## src/lesc_params.svh

```systemverilog
// Purpose: Constants for the link error statistics counters
// Assumes: Included by bare name
// Notes:   Widths, saturation limits and reason codes
`ifndef LESC_PARAMS_SVH
`define LESC_PARAMS_SVH

`define LESC_BG_WIDTH        16
`define LESC_BG_MAX          16'hFFFF
`define LESC_ST_WIDTH        8
`define LESC_ST_MAX          8'hFF
`define LESC_TH_WIDTH        3
`define LESC_TH_MAX          3'h7
`define LESC_REASON_WIDTH    5
`define LESC_NAK_HDR_BCC     5'h01
`define LESC_NAK_DATA_BCC    5'h02
`define LESC_NAK_REP         5'h03
`define LESC_NAK_BUF_TEMP    5'h08
`define LESC_NAK_OVERRUN     5'h09
`define LESC_NAK_BUF_SMALL   5'h10
`define LESC_NAK_HDR_FORMAT  5'h11
`define LESC_SEL_NO_REPLY_SELECT_FLAG_BIT    0
`define LESC_SEL_INCOMPLETE_REPLY_SELECT_FLAG_BIT    1
`define LESC_RSE_OVRN_BIT    0
`define LESC_RSE_HFMT_BIT    1
`define LESC_RSE_ADDR_BIT    2
`define LESC_RSE_STRM_BIT    3
`define LESC_LSE_NAKS_BIT    0
`define LESC_LSE_NAKN_BIT    1
`define LESC_LSE_UNDR_BIT    2
`define LESC_LSE_HFMT_BIT    3

`endif

```

## src/lesc_pkg.sv

```systemverilog
// Purpose: Types for the link error statistics counters
// Assumes: Nothing
// Notes:   Protocol state and station role encodings
package lesc_pkg;
	typedef enum logic [1:0] {
		LESC_ST_HALT,
		LESC_ST_ISTRT,
		LESC_ST_ASTRT,
		LESC_ST_RUN
	} lesc_proto_t;

	typedef enum logic [1:0] {
		LESC_ROLE_P2P_FDX,
		LESC_ROLE_P2P_HDX,
		LESC_ROLE_MP_CTRL,
		LESC_ROLE_MP_TRIB
	} lesc_role_t;
endpackage

```

## src/lesc_thresh.sv

```systemverilog
// Purpose: One set of 3-bit threshold counters (transmit, receive, selection)
// Assumes: Events are one-cycle pulses on the controller clock
// Notes:   Report pulses when a counter sits at its maximum
`include "lesc_params.svh"
`timescale 1ns/1ps
`default_nettype none
module lesc_thresh
	import lesc_pkg::*;
(
	input  wire logic                      clk_i,
	input  wire logic                      rst_n_i,
	input  wire logic                      enter_i,
	input  wire logic                      run_i,
	input  wire logic                      tx_inc_i,
	input  wire logic                      tx_clr_i,
	input  wire logic                      rx_inc_i,
	input  wire logic                      rx_clr_i,
	input  wire logic                      sel_inc_i,
	input  wire logic                      sel_clr_i,
	output logic [`LESC_TH_WIDTH-1:0]      tx_q,
	output logic [`LESC_TH_WIDTH-1:0]      rx_q,
	output logic [`LESC_TH_WIDTH-1:0]      sel_q,
	output logic [2:0]                     report_q
);
	logic [2:0] at_max;

	assign at_max = {sel_q == `LESC_TH_MAX, rx_q == `LESC_TH_MAX, tx_q == `LESC_TH_MAX};

	// Saturating step; a clear request or a run-state report wins
	function automatic logic [`LESC_TH_WIDTH-1:0] th_next(
		input logic [`LESC_TH_WIDTH-1:0] cur,
		input logic inc,
		input logic clr,
		input logic rep_clr
	);
		if (clr || rep_clr)
			return '0;
		if (inc && cur != `LESC_TH_MAX)
			return cur + `LESC_TH_WIDTH'(1);
		return cur;
	endfunction

	// Report each cycle at the maximum outside run only once: counter is held, so pulse on arrival
	logic [2:0] at_max_q;
	always_ff @(posedge clk_i or negedge rst_n_i) begin
		if (!rst_n_i)
			at_max_q <= '0;
		else
			at_max_q <= at_max;
	end

	always_ff @(posedge clk_i or negedge rst_n_i) begin
		if (!rst_n_i)
			report_q <= '0;
		else
			// In run the counter clears one edge after the report, so mask the second cycle at the maximum
			report_q <= run_i ? (at_max & ~report_q) : (at_max & ~at_max_q);
	end

	always_ff @(posedge clk_i or negedge rst_n_i) begin
		if (!rst_n_i) begin
			tx_q  <= '0;
			rx_q  <= '0;
			sel_q <= '0;
		end else begin
			tx_q  <= th_next(tx_q, tx_inc_i, tx_clr_i || enter_i, run_i && report_q[0]);
			rx_q  <= th_next(rx_q, rx_inc_i, rx_clr_i || enter_i, run_i && report_q[1]);
			sel_q <= th_next(sel_q, sel_inc_i, sel_clr_i, run_i && report_q[2]);
		end
	end
endmodule
`default_nettype wire

```

## src/lesc_top.sv

```systemverilog
// Purpose: Link error statistics and threshold counters of a multipoint link controller
// Assumes: All event inputs are one-cycle pulses from logic on MCLK_I
// Notes:   Threshold sets are indexed by tributary; one shared set of station counters
`include "lesc_params.svh"
`timescale 1ns/1ps
`default_nettype none
module lesc_top
	import lesc_pkg::*;
#(
	parameter int TRIB_COUNT = 8,
	parameter int TRIB_W     = 3
)(
	input  wire logic                          MCLK_I,
	input  wire logic                          RESET_N_I,
	input  wire logic                          MASTER_CLEAR_I,
	input  wire logic                          READ_CLEAR_GLOBAL_I,
	input  wire lesc_role_t                    ROLE_I,
	input  wire lesc_proto_t                   PROTO_STATE_I,
	input  wire logic                          STATE_ENTER_I,
	input  wire logic [TRIB_W-1:0]             TRIB_SEL_I,
	input  wire logic                          SELECT_START_I,
	input  wire logic                          SELECT_EXPIRE_I,
	input  wire logic                          VALID_CTRL_RX_I,
	input  wire logic                          VALID_HDR_RX_I,
	input  wire logic                          CARRIER_I,
	input  wire logic                          SYNC_RX_I,
	input  wire logic                          SOH_ENQ_DLE_RX_I,
	input  wire logic                          DATA_TX_I,
	input  wire logic                          DATA_RETX_I,
	input  wire logic                          DATA_RX_GOOD_I,
	input  wire logic                          SELECT_TX_I,
	input  wire logic                          SELECT_RX_I,
	input  wire logic                          NAK_RX_I,
	input  wire logic [`LESC_REASON_WIDTH-1:0] NAK_RX_REASON_I,
	input  wire logic                          NAK_TX_I,
	input  wire logic [`LESC_REASON_WIDTH-1:0] NAK_TX_REASON_I,
	input  wire logic                          HDR_FORMAT_ERR_I,
	input  wire logic                          ADDR_MISMATCH_I,
	input  wire logic                          STREAMING_I,
	input  wire logic                          RX_OVERRUN_I,
	input  wire logic                          OVERRUN_IN_HDR_I,
	input  wire logic                          TX_UNDERRUN_I,
	input  wire logic                          MAINT_HDR_BCC_I,
	input  wire logic                          FOREIGN_HDR_BCC_I,
	input  wire logic                          MAINT_DATA_BCC_I,
	input  wire logic                          STRT_TX_I,
	input  wire logic                          STACK_TX_I,
	input  wire logic                          REP_TX_I,
	input  wire logic                          ACK_NEW_I,
	input  wire logic                          GOOD_CTRL_RX_I,
	input  wire logic                          GOOD_DATA_RX_I,
	output logic                               OVERRUN_NAK_REQ_O,
	output logic [`LESC_ST_WIDTH-1:0]          SEL_TIMEOUT_CNT_O,
	output logic [1:0]                         SEL_TIMEOUT_FLAGS_O,
	output logic [`LESC_BG_WIDTH-1:0]          DATA_TX_CNT_O,
	output logic [`LESC_BG_WIDTH-1:0]          DATA_RX_CNT_O,
	output logic [`LESC_BG_WIDTH-1:0]          SEL_INTERVAL_CNT_O,
	output logic [`LESC_ST_WIDTH-1:0]          REMOTE_ERR_CNT_O,
	output logic [3:0]                         REMOTE_ERR_FLAGS_O,
	output logic [`LESC_ST_WIDTH-1:0]          LOCAL_ERR_CNT_O,
	output logic [3:0]                         LOCAL_ERR_FLAGS_O,
	output logic [`LESC_ST_WIDTH-1:0]          GLOBAL_HDR_BCC_CNT_O,
	output logic [`LESC_ST_WIDTH-1:0]          MAINT_DATA_BCC_CNT_O,
	output logic                               THRESH_REPORT_O,
	output logic [2:0]                         THRESH_KIND_O,
	output logic [TRIB_W-1:0]                  THRESH_TRIB_O
);
	logic                      sel_keeper;
	logic                      in_run;
	logic                      global_clr;
	logic                      activity_q;
	logic                      attempt;
	logic                      rx_nak_ovrn;
	logic                      rx_nak_hfmt;
	logic                      remote_hit;
	logic                      local_hit;
	logic                      nak_ok;
	logic                      tx_nak_counts;
	logic [TRIB_W-1:0]         trib;
	logic [TRIB_COUNT-1:0][2:0] rep_vec;

	// Saturating increment used by the 16-bit background statistics counters
	function automatic logic [`LESC_BG_WIDTH-1:0] sat_inc(
		input logic [`LESC_BG_WIDTH-1:0] cur,
		input logic [`LESC_BG_WIDTH-1:0] lim
	);
		return (cur == lim) ? cur : cur + `LESC_BG_WIDTH'(1);
	endfunction

	// Saturating increment for the 8-bit station counters
	function automatic logic [`LESC_ST_WIDTH-1:0] sat_inc8(
		input logic [`LESC_ST_WIDTH-1:0] cur
	);
		return (cur == `LESC_ST_MAX) ? cur : cur + `LESC_ST_WIDTH'(1);
	endfunction

	assign sel_keeper = (ROLE_I == LESC_ROLE_P2P_HDX) || (ROLE_I == LESC_ROLE_MP_CTRL);
	assign in_run     = (PROTO_STATE_I == LESC_ST_RUN);
	assign global_clr = MASTER_CLEAR_I || READ_CLEAR_GLOBAL_I;
	assign attempt    = CARRIER_I || SYNC_RX_I || SOH_ENQ_DLE_RX_I;
	// Point-to-point stations always use set zero
	assign trib       = (ROLE_I == LESC_ROLE_P2P_FDX || ROLE_I == LESC_ROLE_P2P_HDX) ? '0 : TRIB_SEL_I;

	assign rx_nak_ovrn = NAK_RX_I && (NAK_RX_REASON_I == `LESC_NAK_OVERRUN);
	assign rx_nak_hfmt = NAK_RX_I && (NAK_RX_REASON_I == `LESC_NAK_HDR_FORMAT);
	assign remote_hit  = rx_nak_ovrn || HDR_FORMAT_ERR_I || (ADDR_MISMATCH_I && ROLE_I == LESC_ROLE_MP_CTRL)
			|| STREAMING_I;
	// No NAK outside run or when a tributary overruns within a header
	assign nak_ok      = in_run && !(ROLE_I == LESC_ROLE_MP_TRIB && OVERRUN_IN_HDR_I);
	assign local_hit   = RX_OVERRUN_I || TX_UNDERRUN_I || rx_nak_hfmt;
	assign tx_nak_counts = NAK_TX_I && (NAK_TX_REASON_I == `LESC_NAK_HDR_BCC || NAK_TX_REASON_I == `LESC_NAK_DATA_BCC
			|| NAK_TX_REASON_I == `LESC_NAK_REP || NAK_TX_REASON_I == `LESC_NAK_BUF_TEMP
			|| NAK_TX_REASON_I == `LESC_NAK_OVERRUN || NAK_TX_REASON_I == `LESC_NAK_BUF_SMALL);

	// Reply activity seen within the current selection interval
	always_ff @(posedge MCLK_I or negedge RESET_N_I) begin
		if (!RESET_N_I)
			activity_q <= 1'b0;
		else if (SELECT_START_I || SELECT_EXPIRE_I || MASTER_CLEAR_I)
			activity_q <= 1'b0;
		else if (VALID_CTRL_RX_I || VALID_HDR_RX_I || attempt)
			activity_q <= 1'b1;
	end

	// Selection timeout counter and cause flags
	always_ff @(posedge MCLK_I or negedge RESET_N_I) begin
		if (!RESET_N_I) begin
			SEL_TIMEOUT_CNT_O   <= '0;
			SEL_TIMEOUT_FLAGS_O <= '0;
		end else if (MASTER_CLEAR_I) begin
			SEL_TIMEOUT_CNT_O   <= '0;
			SEL_TIMEOUT_FLAGS_O <= '0;
		end else if (SELECT_EXPIRE_I && sel_keeper) begin
			SEL_TIMEOUT_CNT_O <= sat_inc8(SEL_TIMEOUT_CNT_O);
			// Activity in this very cycle still counts as a reply
			if (activity_q || VALID_CTRL_RX_I || VALID_HDR_RX_I || attempt)
				SEL_TIMEOUT_FLAGS_O[`LESC_SEL_INCOMPLETE_REPLY_SELECT_FLAG_BIT] <= 1'b1;
			else
				SEL_TIMEOUT_FLAGS_O[`LESC_SEL_NO_REPLY_SELECT_FLAG_BIT] <= 1'b1;
		end
	end

	// Background statistics counters
	always_ff @(posedge MCLK_I or negedge RESET_N_I) begin
		if (!RESET_N_I) begin
			DATA_TX_CNT_O      <= '0;
			DATA_RX_CNT_O      <= '0;
			SEL_INTERVAL_CNT_O <= '0;
		end else if (MASTER_CLEAR_I) begin
			DATA_TX_CNT_O      <= '0;
			DATA_RX_CNT_O      <= '0;
			SEL_INTERVAL_CNT_O <= '0;
		end else begin
			if (DATA_TX_I && !DATA_RETX_I)
				DATA_TX_CNT_O <= sat_inc(DATA_TX_CNT_O, `LESC_BG_MAX);
			if (DATA_RX_GOOD_I)
				DATA_RX_CNT_O <= sat_inc(DATA_RX_CNT_O, `LESC_BG_MAX);
			if (SELECT_TX_I && sel_keeper)
				SEL_INTERVAL_CNT_O <= sat_inc(SEL_INTERVAL_CNT_O, `LESC_BG_MAX);
		end
	end

	// Remote station errors; an event in the clearing cycle is kept
	always_ff @(posedge MCLK_I or negedge RESET_N_I) begin
		if (!RESET_N_I) begin
			REMOTE_ERR_CNT_O   <= '0;
			REMOTE_ERR_FLAGS_O <= '0;
		end else begin
			if (remote_hit)
				REMOTE_ERR_CNT_O <= global_clr ? 8'h01 : sat_inc8(REMOTE_ERR_CNT_O);
			else if (global_clr)
				REMOTE_ERR_CNT_O <= '0;
			REMOTE_ERR_FLAGS_O <= (global_clr ? 4'h0 : REMOTE_ERR_FLAGS_O) | {
				STREAMING_I,
				ADDR_MISMATCH_I && ROLE_I == LESC_ROLE_MP_CTRL,
				HDR_FORMAT_ERR_I,
				rx_nak_ovrn};
		end
	end

	// Local station errors and the overrun NAK request
	always_ff @(posedge MCLK_I or negedge RESET_N_I) begin
		if (!RESET_N_I) begin
			LOCAL_ERR_CNT_O   <= '0;
			LOCAL_ERR_FLAGS_O <= '0;
		end else begin
			if (local_hit)
				LOCAL_ERR_CNT_O <= global_clr ? 8'h01 : sat_inc8(LOCAL_ERR_CNT_O);
			else if (global_clr)
				LOCAL_ERR_CNT_O <= '0;
			LOCAL_ERR_FLAGS_O <= (global_clr ? 4'h0 : LOCAL_ERR_FLAGS_O) | {
				rx_nak_hfmt,
				TX_UNDERRUN_I,
				RX_OVERRUN_I && !nak_ok,
				RX_OVERRUN_I && nak_ok};
		end
	end

	always_ff @(posedge MCLK_I or negedge RESET_N_I) begin
		if (!RESET_N_I)
			OVERRUN_NAK_REQ_O <= 1'b0;
		else
			OVERRUN_NAK_REQ_O <= RX_OVERRUN_I && nak_ok;
	end

	// Global header and maintenance data check counters
	always_ff @(posedge MCLK_I or negedge RESET_N_I) begin
		if (!RESET_N_I) begin
			GLOBAL_HDR_BCC_CNT_O <= '0;
			MAINT_DATA_BCC_CNT_O <= '0;
		end else begin
			if (MAINT_HDR_BCC_I || FOREIGN_HDR_BCC_I)
				GLOBAL_HDR_BCC_CNT_O <= global_clr ? 8'h01 : sat_inc8(GLOBAL_HDR_BCC_CNT_O);
			else if (global_clr)
				GLOBAL_HDR_BCC_CNT_O <= '0;
			if (MAINT_DATA_BCC_I)
				MAINT_DATA_BCC_CNT_O <= global_clr ? 8'h01 : sat_inc8(MAINT_DATA_BCC_CNT_O);
			else if (global_clr)
				MAINT_DATA_BCC_CNT_O <= '0;
		end
	end

	// One threshold set per tributary; events steer to the selected set
	for (genvar g = 0; g < TRIB_COUNT; g++) begin : g_th
		logic hit;
		assign hit = (trib == TRIB_W'(g));
		lesc_thresh u_th (
			.clk_i     (MCLK_I),
			.rst_n_i   (RESET_N_I),
			.enter_i   (MASTER_CLEAR_I || (STATE_ENTER_I && PROTO_STATE_I != LESC_ST_HALT && hit)),
			.run_i     (in_run),
			.tx_inc_i  (hit && ((STRT_TX_I && PROTO_STATE_I == LESC_ST_ISTRT)
					|| (STACK_TX_I && PROTO_STATE_I == LESC_ST_ASTRT)
					|| (in_run && ((NAK_RX_I && NAK_RX_REASON_I != `LESC_NAK_REP) || REP_TX_I)))),
			.tx_clr_i  (hit && in_run && ACK_NEW_I),
			.rx_inc_i  (hit && tx_nak_counts),
			.rx_clr_i  (hit && (GOOD_CTRL_RX_I || GOOD_DATA_RX_I)),
			.sel_inc_i (hit && sel_keeper && SELECT_EXPIRE_I),
			.sel_clr_i (MASTER_CLEAR_I || (hit && SELECT_RX_I)),
			.tx_q      (),
			.rx_q      (),
			.sel_q     (),
			.report_q  (rep_vec[g])
		);
	end

	// Report the lowest tributary with a pending threshold event
	always_ff @(posedge MCLK_I or negedge RESET_N_I) begin
		if (!RESET_N_I) begin
			THRESH_REPORT_O <= 1'b0;
			THRESH_KIND_O   <= '0;
			THRESH_TRIB_O   <= '0;
		end else begin
			THRESH_REPORT_O <= 1'b0;
			THRESH_KIND_O   <= '0;
			THRESH_TRIB_O   <= '0;
			for (int i = TRIB_COUNT - 1; i >= 0; i--) begin
				if (|rep_vec[i]) begin
					THRESH_REPORT_O <= 1'b1;
					THRESH_KIND_O   <= rep_vec[i];
					THRESH_TRIB_O   <= TRIB_W'(i);
				end
			end
		end
	end
endmodule
`default_nettype wire

```

## config.mk

```make
export PLATFORM = sky130hd
export DESIGN_NAME = lesc_top
export DESIGN_NICKNAME = d
export VERILOG_FILES = /design/src/lesc_pkg.sv /design/src/lesc_thresh.sv /design/src/lesc_top.sv
export VERILOG_INCLUDE_DIRS = /design/src
export SDC_FILE = /design/constraint.sdc
export NUM_CORES = 1
export LEC_CHECK = 0
export ABC_AREA = 1
export BUFFER_PORTS_ARGS = -buffer_cell sky130_fd_sc_hd__buf_4
export CORE_ASPECT_RATIO = 1.75
export CORE_MARGIN = 8
export CORE_UTILIZATION = 40
export CTS_CLUSTER_DIAMETER = 150
export DETAILED_ROUTE_END_ITERATION = 8
export SLEW_MARGIN = 0
export SYNTH_ARGS = -nofsm -noshare
export SYNTH_HDL_FRONTEND = slang
export SYNTH_SLANG_ARGS = --single-unit
```

## constraint.sdc

```tcl
create_clock -name MCLK_I -period 4.8 [get_ports MCLK_I]
set_clock_uncertainty 0.1 [all_clocks]
set_input_delay 0.48 -clock MCLK_I [delete_from_list [all_inputs] [get_ports MCLK_I]]
set_output_delay 0.48 -clock MCLK_I [all_outputs]
set_load 0.01 [all_outputs]
```

* Word level (Yosys, flattened, before mapping)
Cells that the tools add are included.
Word-level totals: flip-flop bits (word level) 227, bits of input ports 51
Operators by class: add/sub/neg operators 32, eq/ne operators 87, mux-type cells 234, bitwise logic cells 34, reduce and logical (&&, ||, !) cells 277
Operators with widths (count):
- 3-bit 2-to-1 mux | 121
- 16-bit 2-to-1 mux | 9
- 1-bit logical AND | 136
- 8-bit 2-to-1 mux | 16
- 3-bit equality test (second input constant) | 28
- 1-bit 2-to-1 mux | 84
- 1-bit logical OR | 83
- 3-bit by 1-bit adder with 3-bit output (second input constant) | 24
- 3-bit != test (second input constant) | 24
- 2-bit nonzero test | 35
- 16-bit by 1-bit adder with 16-bit output (second input constant) | 3
- 3-bit bitwise AND | 16
- 16-bit equality test (second input constant) | 3
- 3-bit inverter | 16
- 8-bit by 1-bit adder with 8-bit output (second input constant) | 5
- 8-bit equality test (second input constant) | 5
- 3-bit OR reduction | 8
- 2-bit AND reduction | 10
- 2-bit != test (second input constant) | 9
- 5-bit by 4-bit equality test with 1-bit output (second input constant) | 3
- 5-bit by 2-bit equality test with 1-bit output (second input constant) | 2
- 5-bit equality test (second input constant) | 2
- 2-bit equality test (second input constant) | 4
- 4-bit 2-to-1 mux | 2
- 10 further kinds | 16

* Longest topological paths before layout
Gate-level depths: netlist of run 1.
depth in word-level cells 13, gate-level depth with buffers 15

* Hierarchy
Synthesis of run 1 repeated with hierarchy kept, for this count alone.
Unflattened totals: cells, all modules 1430, area total of the unflattened synthesis 11807.6 um^2
Modules (own cells, without submodules):
- lesc_top | instances 1, cells each 822, area each 6252.2 um^2, sequential area each 2677.6 um^2
- lesc_thresh | instances 8, cells each 76, area each 694.4 um^2, sequential area each 375.4 um^2

* Worst setup path before layout of run 1
Ideal clock, no wire load.
kind input-to-reg, start input port ROLE_I[0], end register SEL_TIMEOUT_CNT_O[7], arrival time 1.727 ns, setup slack 2.838 ns, stages on the path 9, path buffers 0, cells stage by stage inv_1 ha_1 nand2_2 nor2_1 nor2_2 nor2_1 nand2_1 nor3_1 nor3_1
Between the ends: cells in the longest elaborated chain, start to end 5, elaborated cells on any way between the ends 6, those cells by class eq/ne: 2; reduce/logical: 4
Ends and longest elaborated chain:
- start, declared | line lesc_top.sv:17 | input wire lesc_role_t ROLE_I,
- 2-bit by 1-bit equality test with 1-bit output / 2-bit equality test (equally long branches) | line lesc_top.sv:97 | assign sel_keeper = (ROLE_I == LESC_ROLE_P2P_HDX) || (ROLE_I == LESC_ROLE_MP_CTRL);
- 1-bit logical OR * | line lesc_top.sv:97
- 1-bit logical AND * | line lesc_top.sv:133 | end else if (SELECT_EXPIRE_I && sel_keeper) begin
- 2-bit nonzero test (no line) *
- 2-bit AND reduction (no line) *
- end signal, assigned | line lesc_top.sv:134 | SEL_TIMEOUT_CNT_O <= sat_inc8(SEL_TIMEOUT_CNT_O);
- end, declared | line lesc_top.sv:53 | output logic [`LESC_ST_WIDTH-1:0] SEL_TIMEOUT_CNT_O,
Every way passes the cells marked *; elsewhere a longest branch is shown, timed or not. A chain may end at the register's enable or synchronous reset.

* Final worst setup path of run 1
start register g_th[4].u_th.report_q[1], end register THRESH_KIND_O[1]
Between the ends: cells in the longest elaborated chain, start to end 6
Ends and longest elaborated chain:
- start, declared | line lesc_thresh.sv:23 | output logic [2:0] report_q
- start signal, assigned | line lesc_thresh.sv:57 | report_q <= run_i ? (at_max & ~report_q) : (at_max & ~at_max_q);
- 3-bit OR reduction | line lesc_top.sv:258 | if (|rep_vec[i]) begin
- 3-bit 2-to-1 mux * (5 in series) | line lesc_top.sv:258
- end signal, assigned | line lesc_top.sv:260 | THRESH_KIND_O <= rep_vec[i];
- end, declared | line lesc_top.sv:65 | output logic [2:0] THRESH_KIND_O,
Marks and branches as above.

==> out/results.ini, run 1 <==
[cts]
cts_buffer_depth = 3
htreeDepth = 1
cts_inserted_buffers = 24
cts.sinks = 227
cts-root-buf = clkbuf_16
cts_resized = 0
clkSlewWorstSetupHoldPaths_ns = 0.06
clock_latency_ns = 0.53
cts_tree = yes

[setup_path]
cp_slowest_stage_delay_ns = 0.52
critPathMostFrequentCell = o21ai_0
critPathCaptureType = flip-flop
crit_slowest_cell = nor3_1
required_ns = 5.11
worstSetupPathType = reg -> reg
critPathMaxFanout = 6
r2r_slack_ns = 2.58
startpoint_type = flip-flop
critical_path_arrival_ns = 2.54
rr_startpoint = g_th[4].u_th.report_q[1]
timing.rr.end = THRESH_KIND_O[1]
reg2reg_depth = 7
crit_path_cell_trace = nor3_1 > nand2_1 > o21ai_0 > o21ai_0 > nand3_1 > a21oi_1 > o21ai_1

[worst_hold_path]
min_to = LOCAL_ERR_FLAGS_O[2]
hp-class = in -> reg
min_path_cells = 3
worstHoldStart = TX_UNDERRUN_I

[route]
drt-initial-drc-count = 365
vias = 9736
drt_first_pass_iters = 5
drc = 0
viasPerCell = 5.132
drtAntennaViolNets = 0
routedWlPerCell_um = 15.89
wirelength_um = 30150

[synth]
synth_area_sq_um = 11600
yosysWarnings = 0
async_flop_share = 1.000
ys_seq_area_frac = 0.4895
ys_top_cells_by_area = dfrtp_1 (49%), nand2_1 (7.5%), ha_1 (6.5%), inv_1 (5.3%), nor2_1 (4.5%)
avgSynthCellArea_sq_um = 8.679
syn_nets = 1448
synth-seq-cells = 227
yosysTopAreaCellShare = 0.4895
synthesis.instances = 1337
synth_edf_count = 0
yosysTopAreaCell = dfrtp_1
synth_flop_cell = dfrtp_1
synth_cell_type_count = 52

[timing]
hold_viol_final = 0
fmax_mhz = 449.6
min_period_ns = 2.224
fin_crit_sh = 0.4634
slew_headroom = 0.3732
worst_pin_slew_ns = 0.9402
setup-violations-final = 0
fin_worst_hold_slack_ns = 0.06329
rsz0062_at_grt = false
fin_setup_tns_ns = 0
slew_violations = 0
finalWorstSetupSlack_ns = 2.576

[power]
swShare = 0.2459
pwr_density_cell_nw_per_um2 = 300.9
irDropWorstVdd_mv = 0.2685
intPower_mw = 3.183
p_comb_frac = 0.083
leakage_nw = 6.877
p_clk_frac = 0.445
pwr-share-seq = 0.472
p_sw_mw = 1.038

[final_layout]
diodes = 0
post-route-util = 0.4901
final_cell_mix = nand2_1 (232), dfrtp_1 (227), inv_1 (164)
mostFrequentLayoutCell = nand2_1
drive_gt1_frac = 0.1843
final_area_sq_um = 14030
area.growth.synth_to_final_pct = 20.90
num-nets-final = 1615

[grt]
grt_pass1_vias = 9742
grt_max_degree = 161
grt_overflow_total = 0
grt_usage = 0.1730
grt_antenna_before_repair = 0
grt_pass1_wl_um = 48690

[placement]
routabilityCongestion = 0.8585
port_buffers = 156
dp_hpwl_um = 22270
place_area_sq_um = 13220
post-place-ws_ns = 2.266

[floorplanning]
die_h_um = 241.3
die_area_sq_um = 34930
core_area_sq_um = 28630
ios = 157
die_x_um = 144.8
start_util = 0.4054
num_rows = 82

[run]
maxCapViolations = 0

[run_status]
status = finished clean

cell families after synthesis:
| logic type | count (synthesis) | share of synthesized area |
|---|---|---|
| simple gates | 560 | 0.2303 |
| compound gates | 283 | 0.1414 |
| buf+inv | 193 | 0.06351 |
| fa+ha+maj | 60 | 0.06470 |
| xor+xnor | 14 | 0.01057 |
| flops | 227 | 0.4895 |
power groups by stage:
stage | logic (mW) | clock network [mW] | registers [mW]
CTS | 0.358 | 1.95 | 1.99
detailed placement | 0.357 | 0 | 2.03
global route | 0.394 | 2.00 | 2.00
floorplan | 0.182 | 0 | 2.03
global placement | 0.350 | 0 | 2.03
finish | 0.350 | 1.88 | 1.99
metal layers:
metal | routed length, um | global-route usage | share of wire
met5 | 0 | 0 | 0
met4 | 1035 | 0.07383 | 0.034
met3 | 1355 | 0.02072 | 0.045
met2 | 15850 | 0.3169 | 0.53
met1 | 11910 | 0.1966 | 0.39
sequential cells by signal, summed over array words and instances (netlist names), 16 cells and up:
register	cells
DATA_RX_CNT_O	16
DATA_TX_CNT_O	16
SEL_INTERVAL_CNT_O	16
g_th.u_th.at_max_q	24
g_th.u_th.report_q	24
g_th.u_th.rx_q	24
g_th.u_th.sel_q	24
g_th.u_th.tx_q	24
final cells by class:
cell class / instances / area (sq um)
timing repair buffer: 161 / 1231
inverter: 173 / 654.4
tap: 378 / 473.0
sequential: 227 / 5680
fill: 2695 / 14600
clock buffer: 35 / 733.2
multi-input combinational: 917 / 5191
clock inverter: 6 / 65.06
worst max path at each step:
stage,from,to,slack [ns],depth (start not counted)
detailed placement,PROTO_STATE_I[1],g_th[6].u_th.tx_q[0],2.27,10
finish,g_th[4].u_th.report_q[1],THRESH_KIND_O[1],2.58,7
floorplan,ROLE_I[0],SEL_TIMEOUT_CNT_O[7],2.84,9
global route,g_th[4].u_th.report_q[1],THRESH_KIND_O[1],2.44,7
global placement,MASTER_CLEAR_I,g_th[2].u_th.rx_q[1],2.26,7
CTS,g_th[4].u_th.report_q[1],THRESH_KIND_O[1],2.57,7
stage by stage:
stage	total power, mW	std cells
global route	4.395	1897
global placement	2.375	1855
finish	4.221	1897
CTS	4.297	1897
floorplan	2.209	1337
detailed placement	2.382	1855
synthesized netlist by cell type, drive strengths merged, types with 6 or more instances:
cell type / count
a21oi: 110
buf: 10
o21a: 9
a31oi: 6
nand2: 245
inv: 173
nor3: 53
o31ai: 9
a221oi: 6
nor4: 6
xor2: 8
nand3: 79
a211oi: 9
xnor2: 6
dfrtp: 227
o21ai: 112
nor2: 155
nand4: 16
ha: 60
clkbuf: 10
worst max-delay path: cells and delay by family (launching register included):
family / cells / cell delay, ns
DFF: 1 / 0.43
AOI/OAI and AO/OA: 4 / 0.82
and+or+nand+nor: 3 / 0.76
what timing repair did:
item	CTS	global route
hold endpoints to repair	67	0
setup buffers	0	0
hold buffers	1	0
Power figures use the tool's default switching activity.
==> inputs of run 2 (changes only) <==
Settings changed: ABC_AREA 1 to 0.
Clock period 4.8 ns to 2.05 ns, I/O delays scaled along.
==> run 2 against run 1 <==
  * Clock-buffer cell count fell by 5
  * Non-clock buffer count rose by 112
  * Maximum frequency rose by 14%
  * Via count fell by 2.0%
  * Die area fell by 1.6%
==> out/results.ini, run 2 <==
[setup_path]
cp_slowest_stage_delay_ns = 0.55
crit_path_cell_trace = ha_1 > nand2_1 > or4_4 > o21ai_2 > mux2i_1 > nor2_1
crit_slowest_cell = or4_4
critPathCaptureType = flip-flop
startpoint_type = flip-flop
critical_path_arrival_ns = 2.25
worstSetupPathType = reg -> reg
critPathMaxFanout = 4
required_ns = 2.35

[synth]
ys_seq_area_frac = 0.4981
syn_nets = 1234
yosysTopAreaCell = dfrtp_1
synth_area_sq_um = 11400
synthTopCellsByCount = dfrtp_1 (227), nor2_1 (168), nand2_1 (116), ha_1 (60), mux2i_1 (53)
yosysWarnings = 0
synth-seq-cells = 227
synth_edf_count = 0
synth_cell_type_count = 69
async_flop_share = 1.000
ys_top_cells_by_area = dfrtp_1 (50%), ha_1 (6.6%), nor2_1 (5.5%), mux2i_1 (4.7%), nand2_1 (3.8%)
synth_most_common_cell = dfrtp_1
avgSynthCellArea_sq_um = 10.15
yosysTopAreaCellShare = 0.4981
synthesis.instances = 1123
synth_flop_cell = dfrtp_1

[route]
wirelength_um = 31500
vias = 9540
drt_first_pass_iters = 7
drtAntennaViolNets = 0
drc = 0
drt-initial-drc-count = 436
routedWlPerCell_um = 17.72
viasPerCell = 5.366

[final_layout]
multi_input_area_sq_um = 5560
fin_cells = 1778
mostFrequentLayoutCell = buf_4
register_area_sq_um = 5680
final_area_sq_um = 14640
drive_gt1_frac = 0.2236
num-nets-final = 1498
final_cell_mix = buf_4 (251), dfrtp_1 (227), nor2_1 (168)
diodes = 0
area.growth.synth_to_final_pct = 28.38
nFillCells = 2738

[grt]
grt_overflow_total = 0
grt_usage = 0.1871
grt_pass1_vias = 10130
grt_antenna_before_repair = 0
grt_max_degree = 66
grt_pass1_wl_um = 51970

[floorplanning]
num_rows = 82
start_util = 0.4027
core_area_sq_um = 28320
ios = 157
die_x_um = 143.6
die_h_um = 239.4
die_area_sq_um = 34380

[timing]
setup-violations-final = 0
fin_crit_sh = 0.9543
slew_headroom = 0.4628
worst_pin_slew_ns = 0.8003
finalWorstSetupSlack_ns = 0.09374
rsz0062_at_grt = true
min_period_ns = 1.956
hold_viol_final = 0
fmax_mhz = 511.2
fin_setup_tns_ns = 0
slew_violations = 0

[cts]
htreeDepth = 1
cts_inserted_buffers = 23
cts_buffer_depth = 3
cts.sinks = 227
post-cts-setup-buffers = 0
cts_tree = yes
clock_latency_ns = 0.52
cts-root-buf = clkbuf_16
clkSlewWorstSetupHoldPaths_ns = 0.07

[placement]
port_buffers = 156
place_area_sq_um = 13710
routabilityCongestion = 0.8657
dp_hpwl_um = 23680
place_inst = 1723
post-place-ws_ns = -0.2896

[run_status]
status = finished clean

[power]
pwr_density_cell_nw_per_um2 = 658.0
swShare = 0.2403
p_comb_frac = 0.086
p_clk_frac = 0.439
pwr-share-seq = 0.475
leakage_nw = 7.240
irDropWorstVdd_mv = 0.5798
p_sw_mw = 2.315
intPower_mw = 7.318

[worst_hold_path]
hp-class = in -> reg

[run]
maxCapViolations = 0

## run 2: logic make-up (layout without fill, tap and decap cells)
group,after synthesis,count (layout),synth area share
xor+xnor,72,72,0.05530
compound gates,164,164,0.1016
buf+inv,44,321,0.01569
mux,53,53,0.04652
simple gates,503,503,0.2169
fa+ha+maj,60,60,0.06583
flops,227,227,0.4981
## run 2: stage by stage
stage          total power [mW]  utilization  hold slack (ns)
6_report                  9.633       0.5170          0.05300
5_1_grt                   10.05       0.5170          0.05407
4_1_cts                   9.787       0.5164          0.03390
3_5_place_dp              5.476       0.4843          0.03161
3_3_place_gp              5.466       0.4843          0.02552
2_1_floorplan             4.992            -          -0.1906
## run 2: final timing paths
| check | startpoint | endpoint | slack, ns | cells past startpoint |
|---|---|---|---|---|
| setup / recovery | DATA_RX_CNT_O[0] | DATA_RX_CNT_O[1] | 0.09 | 6 |
| hold / removal | SELECT_EXPIRE_I | SEL_TIMEOUT_CNT_O[6] | 0.05 | 5 |
| setup reg to reg | DATA_RX_CNT_O[0] | DATA_RX_CNT_O[1] | 0.09 | 6 |
| hold reg to reg | g_th[1].u_th.at_max_q[1] | g_th[1].u_th.report_q[1] | 0.31 | 1 |
| max in group asynchronous | RESET_N_I | g_th[4].u_th.tx_q[1] | 1.07 | 3 |
| min in group asynchronous | RESET_N_I | DATA_RX_CNT_O[11] | 0.09 | 2 |
## run 2: repair_timing
action / in CTS / in global routing
endpoints found under the hold margin: 245 / 0
endpoints found under the setup margin: 0 / 14
gates resized for setup: 0 / 3
hold buffers: 17 / 0
## run 2: critical path: cells and delay by family (launching register included)
family / cells / cell delay [ns]
adders and majority gates: 1 / 0.20
muxes: 1 / 0.21
DFF: 1 / 0.41
and+or+nand+nor: 3 / 0.70
AOI/OAI and AO/OA: 1 / 0.22
## run 2: layout make-up
cell class	instances	area share
clock buffers	30	0.04384
clock inverters	8	0.006666
inverters	10	0.002564
multi-input cells	852	0.3798
flip-flops and latches	227	0.3880
well taps	378	0.03230
repair buffers	273	0.1468
## run 2: metal layers
layer | vias up | track usage | wire length, um
met1 | 4708 | 0.2015 | 11630
li1 | 4559 | - | -
met2 | 213 | 0.3514 | 17180
met4 | 0 | 0.07781 | 1202
met5 | - | 0 | 0
met3 | 60 | 0.02973 | 1493
## run 2: power by group through the flow
| stage | registers (mW) | logic, mW | clock network [mW] |
|---|---|---|---|
| 2_1_floorplan | 4.67 | 0.321 | 0 |
| 3_3_place_gp | 4.66 | 0.811 | 0 |
| 3_5_place_dp | 4.66 | 0.819 | 0 |
| 4_1_cts | 4.57 | 0.848 | 4.37 |
| 5_1_grt | 4.58 | 0.920 | 4.56 |
| 6_report | 4.57 | 0.832 | 4.23 |
